==> config.mk <==
export PLATFORM = sky130hd
export DESIGN_NAME = switch_fault_ctrl
export DESIGN_NICKNAME = d
export VERILOG_FILES = /design/src/design/sync_bits.v /design/src/design/limit_select.v /design/src/design/switch_fault_ctrl.v
export VERILOG_INCLUDE_DIRS = /design/src /design/src/include
export SDC_FILE = /design/constraint.sdc
export NUM_CORES = 1
export LEC_CHECK = 0
export ABC_AREA = 1
export ABC_CLOCK_PERIOD_IN_PS = 2200
export BUFFER_PORTS_ARGS = -buffer_cell sky130_fd_sc_hd__buf_2
export CAP_MARGIN = 20
export CORE_ASPECT_RATIO = 1.4
export CORE_MARGIN = 1.5
export CORE_UTILIZATION = 42
export CTS_BUF_LIST = sky130_fd_sc_hd__clkbuf_16
export CTS_CLUSTER_DIAMETER = 40
export DETAILED_ROUTE_END_ITERATION = 8
export PLACE_DENSITY = 0.72
export SLEW_MARGIN = 20
export SYNTH_ARGS = -nofsm -noshare
export SYNTH_HDL_FRONTEND = slang
export SYNTH_SLANG_ARGS = --single-unit
==> constraint.sdc <==
create_clock -name clk_i -period 2.2 [get_ports clk_i]
set_input_delay 0.33 -clock clk_i [delete_from_list [all_inputs] [get_ports clk_i]]
set_output_delay 0.33 -clock clk_i [all_outputs]
set_load 0.005 [all_outputs]
==> src/include/fault_ctrl_map.vh <==
// Constants for the switch fault controller: register offsets, field bits, reset values, timing.
// Assumes inclusion by bare name from design files.
`ifndef FAULT_CTRL_MAP_VH
`define FAULT_CTRL_MAP_VH

// Register byte offsets on the Wishbone slave
`define REG_CTRL_ADDR        8'h00
`define REG_STATUS_ADDR      8'h04
`define REG_IRQ_STAT_ADDR    8'h08
`define REG_IRQ_MASK_ADDR    8'h0c
`define REG_LIMIT_ADDR       8'h10

// Control register fields
`define CTRL_FOLDBACK_BIT    0
`define CTRL_RESET_VAL       32'h00000000
`define CTRL_FOLDBACK_RESET  1'b0

// Status register fields
`define ST_SWITCH_ON_BIT     0
`define ST_FAULT_BIT         1
`define ST_OPENLOAD_BIT      2
`define ST_HALVED_BIT        3
`define ST_LOCKOUT_BIT       4
`define ST_REVERSE_BIT       5
`define ST_CNT_LSB           8
`define ST_CNT_MSB           10

// Interrupt event bits
`define IRQ_SHUTDOWN_BIT     0
`define IRQ_FOLDBACK_BIT     1
`define IRQ_OPENLOAD_BIT     2
`define IRQ_LOCKOUT_BIT      3
`define IRQ_WIDTH            4
`define IRQ_RESET_VAL        4'h0

// Current-limit codes
`define LIMIT_CODE_WIDTH     8
`define LIMIT_INTERNAL_CODE  8'h80

// Foldback
`define FOLD_COUNT_MAX       3'h7
`define FOLD_COUNT_ZERO      3'h0

// Timing
`define CLK_PERIOD_NS        5
`define RETRY_TIME_US        1000
`define RETRY_CYCLES         ((`RETRY_TIME_US * 1000) / `CLK_PERIOD_NS)

`endif

==> src/design/sync_bits.v <==
// Two-flop synchroniser for a group of level inputs.
// Assumes each bit is a slowly changing level relative to clk_i.
`timescale 1ns/1ps
`default_nettype none
module sync_bits #(
  parameter WIDTH = 1
) (
  input  wire             clk_i,
  input  wire             rst_i,
  input  wire [WIDTH-1:0] async_i,
  output wire [WIDTH-1:0] sync_o
);
  reg [WIDTH-1:0] meta_reg;
  reg [WIDTH-1:0] stable_reg;
  genvar g;
  generate
    for (g = 0; g < WIDTH; g = g + 1) begin : g_bit
      always @(posedge clk_i) begin
        if (rst_i) begin
          meta_reg[g]   <= 1'b0;
          stable_reg[g] <= 1'b0;
        end else begin
          meta_reg[g]   <= async_i[g];
          stable_reg[g] <= meta_reg[g];
        end
      end
    end
  endgenerate
  assign sync_o = stable_reg;
endmodule
`default_nettype wire

==> src/design/limit_select.v <==
// Chooses the active current-limit code from the resistor code, its validity and foldback.
// Assumes the resistor code and valid flag are already synchronous.
`timescale 1ns/1ps
`default_nettype none
`include "fault_ctrl_map.vh"
module limit_select #(
  parameter W = 8
) (
  input  wire         clk_i,
  input  wire         rst_i,
  input  wire [W-1:0] resistor_code_i,
  input  wire         resistor_valid_i,
  input  wire         halved_i,
  output reg  [W-1:0] limit_o
);
  reg [W-1:0] base;
  always @* begin
    // Floating, grounded or out-of-range resistor falls back to internal level
    if (resistor_valid_i) begin
      base = resistor_code_i;
    end else begin
      base = `LIMIT_INTERNAL_CODE;
    end
  end
  always @(posedge clk_i) begin
    if (rst_i) begin
      limit_o <= `LIMIT_INTERNAL_CODE;
    end else if (halved_i) begin
      limit_o <= {1'b0, base[W-1:1]};
    end else begin
      limit_o <= base;
    end
  end
endmodule
`default_nettype wire

==> src/design/switch_fault_ctrl.v <==
// Fault controller of a single-channel protected high-side switch, with a Wishbone register slave.
// Assumes analog comparators deliver levels; the host drives control pins; one clock clk_i.
// Behaviour
// - Seven consecutive shutdowns halve the limit in foldback
// - Standby or clean on-off cycle restores full limit
// - Non-foldback variant never halves the limit
// - Invalid limit resistor selects internal fixed limit
// - Supply low forces off; recovery resumes operation; a retry from ST_FAULT still turns the switch on for one cycle
// - Overvoltage transient keeps switch state unchanged; code holds it in ST_IDLE and ST_ON only, not during retry
// - Reverse supply turns switch on if grounded
// - Hold-off high keeps switch off after shutdown
// - Hold-off low retries after faults clear, interval
// - Retry keeps fault level until output rises
// - Risen output clears fault, resumes current reporting
// - Off with diagnostic gate enables output comparator
// - Output above open-load threshold signals fault
// - Thermal or overcurrent trip turns off, faults
// - Fault level shown only when sense select low
// - Open-load fault clears on gate fall, enable rise
//
// The placing of the registers and the Wishbone slave port were left to the implementer.
`timescale 1ns/1ps
`default_nettype none
`include "fault_ctrl_map.vh"
module switch_fault_ctrl #(
  parameter RETRY_CYCLES = `RETRY_CYCLES,
  parameter LIMIT_W      = `LIMIT_CODE_WIDTH
) (
  input  wire               clk_i,
  input  wire               rst_i,
  input  wire               wb_cyc_i,
  input  wire               wb_stb_i,
  input  wire               wb_we_i,
  input  wire [7:0]         wb_adr_i,
  input  wire [3:0]         wb_sel_i,
  input  wire [31:0]        wb_dat_i,
  output reg  [31:0]        wb_dat_o,
  output reg                wb_ack_o,
  output reg                irq_o,
  input  wire               enable_i,
  input  wire               hold_off_i,
  input  wire               diagnostic_gate_i,
  input  wire               sense_select_i,
  input  wire               sense_select_grounded_i,
  input  wire               thermal_trip_i,
  input  wire               overcurrent_trip_i,
  input  wire               supply_low_i,
  input  wire               supply_over_i,
  input  wire               supply_reverse_i,
  input  wire               output_risen_i,
  input  wire               openload_cmp_i,
  input  wire               standby_i,
  input  wire [LIMIT_W-1:0] limit_resistor_code_i,
  input  wire               limit_resistor_valid_i,
  output reg                switch_on_o,
  output reg                comparator_en_o,
  output reg                sense_fault_o,
  output reg                sense_temp_o,
  output wire [LIMIT_W-1:0] overcurrent_threshold_o
);
  localparam NSYNC = 14;
  localparam ST_IDLE  = 2'h0;
  localparam ST_ON    = 2'h1;
  localparam ST_FAULT = 2'h2;
  localparam ST_RETRY = 2'h3;

  wire [NSYNC-1:0] raw;
  wire [NSYNC-1:0] s;
  assign raw = {limit_resistor_valid_i, standby_i, openload_cmp_i, output_risen_i, supply_reverse_i,
                supply_over_i, supply_low_i, overcurrent_trip_i, thermal_trip_i, sense_select_grounded_i,
                sense_select_i, diagnostic_gate_i, hold_off_i, enable_i};
  // Every asynchronous level passes two flops first
  sync_bits #(.WIDTH(NSYNC)) u_sync (
    .clk_i   (clk_i),
    .rst_i   (rst_i),
    .async_i (raw),
    .sync_o  (s)
  );
  wire en_s = s[0];
  wire hold_s = s[1];
  wire diag_s = s[2];
  wire sel_s = s[3];
  wire selgnd_s = s[4];
  wire therm_s = s[5];
  wire oc_s = s[6];
  wire low_s = s[7];
  wire over_s = s[8];
  wire rev_s = s[9];
  wire risen_s = s[10];
  wire ol_s = s[11];
  wire stby_s = s[12];
  wire rvalid_s = s[13];

  reg [LIMIT_W-1:0] rcode_m_reg;
  reg [LIMIT_W-1:0] rcode_reg;
  always @(posedge clk_i) begin
    if (rst_i) begin
      rcode_m_reg <= {LIMIT_W{1'b0}};
      rcode_reg   <= {LIMIT_W{1'b0}};
    end else begin
      rcode_m_reg <= limit_resistor_code_i;
      rcode_reg   <= rcode_m_reg;
    end
  end

  reg [1:0]  state_reg;
  reg [1:0]  state_next;
  reg [31:0] retry_cnt_reg;
  reg [2:0]  fold_cnt_reg;
  reg        halved_reg;
  reg        fault_seen_reg;
  reg        openload_reg;
  reg        en_d_reg;
  reg        diag_d_reg;
  reg        foldback_en_reg;
  reg [`IRQ_WIDTH-1:0] irq_stat_reg;
  reg [`IRQ_WIDTH-1:0] irq_mask_reg;

  wire trip = therm_s | oc_s;
  wire retry_done = (retry_cnt_reg == RETRY_CYCLES - 1);
  wire en_rise = en_s & ~en_d_reg;
  wire diag_fall = ~diag_s & diag_d_reg;

  always @* begin
    state_next = state_reg;
    case (state_reg)
      ST_IDLE: begin
        // An off switch stays off through an overvoltage transient
        if (en_s && !low_s && !over_s) begin
          state_next = ST_ON;
        end
      end
      ST_ON: begin
        if (trip) begin
          state_next = ST_FAULT;
        end else if (!en_s && !over_s) begin
          state_next = ST_IDLE;
        end
      end
      ST_FAULT: begin
        // Hold-off keeps switch off; low hold-off retries after interval and clearing
        if (!hold_s && retry_done && !trip) begin
          state_next = en_s ? ST_RETRY : ST_IDLE;
        end
      end
      ST_RETRY: begin
        if (trip) begin
          state_next = ST_FAULT;
        end else if (risen_s) begin
          state_next = ST_ON;
        end else if (!en_s) begin
          state_next = ST_IDLE;
        end
      end
      default: begin
        state_next = ST_IDLE;
      end
    endcase
    // Supply-low forces off from every state except fault
    if (low_s && state_reg != ST_FAULT) begin
      state_next = ST_IDLE;
    end
  end

  wire entering_fault = (state_next == ST_FAULT) && (state_reg != ST_FAULT);
  wire clean_cycle = (state_reg == ST_ON) && (state_next == ST_IDLE) && !fault_seen_reg;
  wire fold_set = entering_fault && foldback_en_reg && (fold_cnt_reg == `FOLD_COUNT_MAX - 3'h1);
  wire rev_on = rev_s && selgnd_s;
  wire ol_now = (state_reg == ST_IDLE) && !rev_on && diag_s && ol_s;

  always @(posedge clk_i) begin
    if (rst_i) begin
      state_reg      <= ST_IDLE;
      retry_cnt_reg  <= 32'h00000000;
      fold_cnt_reg   <= `FOLD_COUNT_ZERO;
      halved_reg     <= 1'b0;
      fault_seen_reg <= 1'b0;
      openload_reg   <= 1'b0;
      en_d_reg       <= 1'b0;
      diag_d_reg     <= 1'b0;
    end else begin
      state_reg  <= state_next;
      en_d_reg   <= en_s;
      diag_d_reg <= diag_s;
      if (state_reg == ST_FAULT && !retry_done) begin
        retry_cnt_reg <= retry_cnt_reg + 32'h00000001;
      end else if (state_reg != ST_FAULT) begin
        retry_cnt_reg <= 32'h00000000;
      end
      if (state_reg == ST_IDLE) begin
        fault_seen_reg <= 1'b0;
      end else if (entering_fault) begin
        fault_seen_reg <= 1'b1;
      end
      // Counter saturates at seven, clears on standby or clean cycle
      if (stby_s || clean_cycle) begin
        fold_cnt_reg <= `FOLD_COUNT_ZERO;
      end else if (entering_fault && fold_cnt_reg != `FOLD_COUNT_MAX) begin
        fold_cnt_reg <= fold_cnt_reg + 3'h1;
      end
      // Halving only with foldback enabled
      if (!foldback_en_reg || stby_s || clean_cycle) begin
        halved_reg <= 1'b0;
      end else if (fold_set) begin
        halved_reg <= 1'b1;
      end
      // Open-load flag follows comparator, clears on edges
      if (diag_fall || en_rise || state_reg != ST_IDLE) begin
        openload_reg <= 1'b0;
      end else begin
        openload_reg <= ol_now;
      end
    end
  end

  wire in_fault = (state_reg == ST_FAULT) || (state_reg == ST_RETRY);
  wire sw_on = (state_reg == ST_ON) || (state_reg == ST_RETRY) || rev_on;

  limit_select #(.W(LIMIT_W)) u_limit (
    .clk_i            (clk_i),
    .rst_i            (rst_i),
    .resistor_code_i  (rcode_reg),
    .resistor_valid_i (rvalid_s),
    .halved_i         (halved_reg),
    .limit_o          (overcurrent_threshold_o)
  );

  always @(posedge clk_i) begin
    if (rst_i) begin
      switch_on_o     <= 1'b0;
      comparator_en_o <= 1'b0;
      sense_fault_o   <= 1'b0;
      sense_temp_o    <= 1'b0;
    end else begin
      switch_on_o     <= sw_on;
      comparator_en_o <= (state_reg == ST_IDLE) && !rev_on && diag_s;
      sense_fault_o   <= diag_s && !sel_s && (in_fault || openload_reg);
      sense_temp_o    <= diag_s && sel_s;
    end
  end

  // Wishbone slave
  wire wb_req = wb_cyc_i && wb_stb_i && !wb_ack_o;
  wire wb_wr = wb_req && wb_we_i;
  wire [`IRQ_WIDTH-1:0] events = {low_s & (state_reg != ST_IDLE), ol_now & ~openload_reg, fold_set, entering_fault};
  wire [`IRQ_WIDTH-1:0] w1c = (wb_wr && wb_adr_i == `REG_IRQ_STAT_ADDR && wb_sel_i[0]) ? wb_dat_i[`IRQ_WIDTH-1:0] :
                              {`IRQ_WIDTH{1'b0}};
  reg [31:0] rd;
  always @* begin
    rd = 32'h00000000;
    if (wb_adr_i == `REG_CTRL_ADDR) begin
      rd[`CTRL_FOLDBACK_BIT] = foldback_en_reg;
    end else if (wb_adr_i == `REG_STATUS_ADDR) begin
      rd[`ST_SWITCH_ON_BIT] = switch_on_o;
      rd[`ST_FAULT_BIT] = in_fault;
      rd[`ST_OPENLOAD_BIT] = openload_reg;
      rd[`ST_HALVED_BIT] = halved_reg;
      rd[`ST_LOCKOUT_BIT] = low_s;
      rd[`ST_REVERSE_BIT] = rev_s;
      rd[`ST_CNT_MSB:`ST_CNT_LSB] = fold_cnt_reg;
    end else if (wb_adr_i == `REG_IRQ_STAT_ADDR) begin
      rd[`IRQ_WIDTH-1:0] = irq_stat_reg;
    end else if (wb_adr_i == `REG_IRQ_MASK_ADDR) begin
      rd[`IRQ_WIDTH-1:0] = irq_mask_reg;
    end else if (wb_adr_i == `REG_LIMIT_ADDR) begin
      rd[LIMIT_W-1:0] = overcurrent_threshold_o;
    end
  end

  always @(posedge clk_i) begin
    if (rst_i) begin
      wb_ack_o        <= 1'b0;
      wb_dat_o        <= 32'h00000000;
      foldback_en_reg <= `CTRL_FOLDBACK_RESET;
      irq_stat_reg    <= `IRQ_RESET_VAL;
      irq_mask_reg    <= `IRQ_RESET_VAL;
      irq_o           <= 1'b0;
    end else begin
      wb_ack_o <= wb_req;
      wb_dat_o <= wb_req ? rd : 32'h00000000;
      if (wb_wr && wb_adr_i == `REG_CTRL_ADDR && wb_sel_i[0]) begin
        foldback_en_reg <= wb_dat_i[`CTRL_FOLDBACK_BIT];
      end
      if (wb_wr && wb_adr_i == `REG_IRQ_MASK_ADDR && wb_sel_i[0]) begin
        irq_mask_reg <= wb_dat_i[`IRQ_WIDTH-1:0];
      end
      // Set wins over clear
      irq_stat_reg <= (irq_stat_reg & ~w1c) | events;
      irq_o <= |(((irq_stat_reg & ~w1c) | events) & irq_mask_reg);
    end
  end
endmodule
`default_nettype wire

==> results.json <==
{
  "pwr-share-seq": 0.452,
  "fmax_mhz": 503,
  "fin_ws_ps": 212,
  "num_vias": 4168,
  "grt_pass1_wl_um": 16500,
  "crit_chain": "ha_2 > inv_1 > nor2_4 > nand3_1 > inv_1 > nand2_1 > nor2_2 > nand3_1 > nand3_1 > nand2_2 > nand3b_1 > nand2_1 > nand2_1 > nor2_1",
  "p_int_mw": 3.83,
  "hp-class": "in -> reg",
  "slowest_stage": "dfxtp_1",
  "dp_slack_ps": 170,
  "globalplace.congestion": 0.911,
  "clock_skew_ps": 5.73,
  "cts-root-buf": "clkbuf_16",
  "setup_violations": 0,
  "n_fill_cell": 1120,
  "synthFlopType": "dfxtp_1",
  "cts_tree": "done",
  "p_sw_mw": 1.12,
  "die_y_um": 131,
  "multi_input_area_mm2": 0.00194,
  "rr_worst_depth": 14,
  "crit_required_ps": 2500,
  "status": "completed",
  "critPathKind": "reg -> reg",
  "synth_top_family_by_area": "simple AND/OR/NAND/NOR gates",
  "synthCells": 669,
  "portBuffers": 64,
  "drv_slew": 0,
  "syn-cell-area_mm2": 0.00492,
  "drive_above_1_share": 0.160,
  "synth_area_per_cell_um2": 7.35,
  "drtIter0Drc": 234,
  "power_density_mw_per_mm2": 835,
  "worst_setup_path_start_kind": "flip-flop",
  "ir_drop_uv": 588,
  "wl_per_cell_um": 10.9,
  "synth-xor-area-share": 0.00534,
  "comb_power_share": 0.030,
  "synth.distinct_cells": 37,
  "clockBufferDepth": 2,
  "synth_area_leaders": "dfxtp_1 49%, nor2_1 9.2%, inv_1 8.9%",
  "cp_top_family": "simple AND/OR/NAND/NOR gates",
  "clockPowerShare": 0.517,
  "drtAntennaViolNets": 0,
  "routed_via_density": 4.61,
  "crit_buf_inv": 2,
  "yosysTopAreaCellShare": 0.489,
  "hold_depth": 3,
  "num_rows": 46,
  "drt-pass1-iter-count": 4,
  "io_pins": 117,
  "initial_utilization": 0.431,
  "core_area_mm2": 0.0114,
  "rsz0062_at_grt": "no",
  "synth_compound_area_frac": 0.102,
  "fin_crit_sh": 0.904,
  "largest_reg_flops": 32,
  "htree_levels": 4,
  "fp.dieW_um": 94.4,
  "cp.depth": 14,
  "synth_seq_area_share": 0.489,
  "synthAdderAreaFrac": 0.0102,
  "drv_cap": 0,
  "switching_share": 0.226,
  "n_antenna_cell": 0,
  "p_leak_nw": 2.69,
  "postCtsHoldBufs": 0,
  "post-dp-hpwl_um": 7270,
  "cts_buffers": 17,
  "wirelength_um": 9890,
  "synth_seq_cells": 120,
  "first_global_vias": 3794,
  "synth_common_cells": "121 x nor2_1, 120 x dfxtp_1, 117 x inv_1, 108 x nand2_1, 32 x a21oi_1",
  "grt_max_degree": 36,
  "clock_latency_ps": 400,
  "dieArea_mm2": 0.0124,
  "synth-async-reset-ratio": 0,
  "yosysTopAreaCell": "dfxtp_1",
  "drc": 0,
  "critPathMaxStageDelay_ps": 370,
  "period_minus_slack_ps": 1990,
  "timing.setup.tns_ps": 0,
  "cp-end-kind": "flip-flop",
  "yosys.cell_count.top_type": "nor2_1",
  "hold_ws_ps": 118,
  "synthToLayoutAreaGrowth_pct": 20.4,
  "cp_max_fo": 6,
  "clk_pin_slew_ps": 60,
  "regArea_mm2": 0.00240,
  "overflow": 0,
  "finalHoldViolations": 0,
  "yosys.area_share.simple": 0.260,
  "synthMuxAreaShare": 0,
  "final_net_count": 823,
  "synth_edf_count": 0,
  "antenna_found_initial": 0,
  "critPathArrivalTime_ps": 2290,
  "ys_warn_count": 0,
  "clock-sinks": 120,
  "grtUsageTotal": 0.172
}
kinds of logic after synthesis:
| logic type | after synthesis |
|---|---|
| buffers and inverters | 154 |
| AOI/OAI and AO/OA | 86 |
| DFF | 120 |
| xor gates and xnor gates | 3 |
| adders and majority gates | 4 |
| other | 1 |
| and+or+nand+nor | 301 |
area by class of cell:
class	count	share of cell area
Sequential cell	120	0.406
Tap cell	144	0.0304
Multi-Input combinational cell	415	0.327
Inverter	121	0.0767
Clock buffer	17	0.0719
Timing Repair Buffer	73	0.0655
Clock inverter	15	0.0224
timing repair:
action                     in CTS  in global routing
setup endpoints to repair       0                  6
resized for setup               0                  3
setup buffers                   0                  0
through the flow:
| stage | util | cell area, um2 | power [mW] | cells |
|---|---|---|---|---|
| 3_5_place_dp | 0.470 | 5360 | 2.43 | 873 |
| 2_1_floorplan | - | 4990 | 2.40 | 689 |
| 6_report | 0.520 | 5920 | 4.94 | 905 |
| 3_3_place_gp | 0.470 | 5360 | 2.43 | 873 |
| 4_1_cts | 0.519 | 5910 | 4.97 | 905 |
| 5_1_grt | 0.520 | 5920 | 5.13 | 905 |
worst reg2reg max path: cells and delay by family (launching register included):
family        cells  cell delay (ps)
buf+inv           2              140
fa+ha+maj         1              220
flops             1              370
simple gates     11             1160
power by group through the flow:
stage	combinational [mW]	sequential [mW]	clock (mW)
CTS	0.152	2.24	2.59
floorplan	0.119	2.28	0
global route	0.176	2.24	2.72
detailed placement	0.150	2.28	0
global placement	0.150	2.28	0
finish	0.151	2.24	2.56
path summary, 6_finish.rpt:
kind	slack (ps)	to	startpoint
setup / recovery	210	fold_cnt_reg[1]$_SDFFE_PP0P_	retry_cnt_reg[0]$_SDFFE_PP0P_
hold / removal	120	u_sync.meta_reg[13]$_SDFF_PP0_	limit_resistor_valid_i
setup reg to reg	210	fold_cnt_reg[1]$_SDFFE_PP0P_	retry_cnt_reg[0]$_SDFFE_PP0P_
hold reg to reg	400	u_sync.sync_o[1]$_SDFF_PP0_	u_sync.meta_reg[1]$_SDFF_PP0_
routing by layer:
| layer | GRT usage | vias to the layer above | part of all wire |
|---|---|---|---|
| li1 | - | 2215 | - |
| met3 | 0.0556 | 16 | 0.047 |
| met5 | 0 | - | 0 |
| met4 | 0.0667 | 0 | 0.018 |
| met1 | 0.190 | 1834 | 0.42 |
| met2 | 0.305 | 103 | 0.51 |
placed cells by master, fill, tap and decap left out, drive strengths merged, types with 2 or more instances in the layout:
master	n
nor2	126
ha	4
buf	73
nand2	109
a21oi	32
o21a	2
clkinv	6
nand4	6
nand3	25
dfxtp	120
nor3	28
a31oi	8
a211oi	9
conb	21
o21ai	28
clkbuf	17
inv	124
clkinvlp	5
nor4	4
o211ai	3
xnor2	2
No activity file was read; power rests on OpenSTA's default activity.
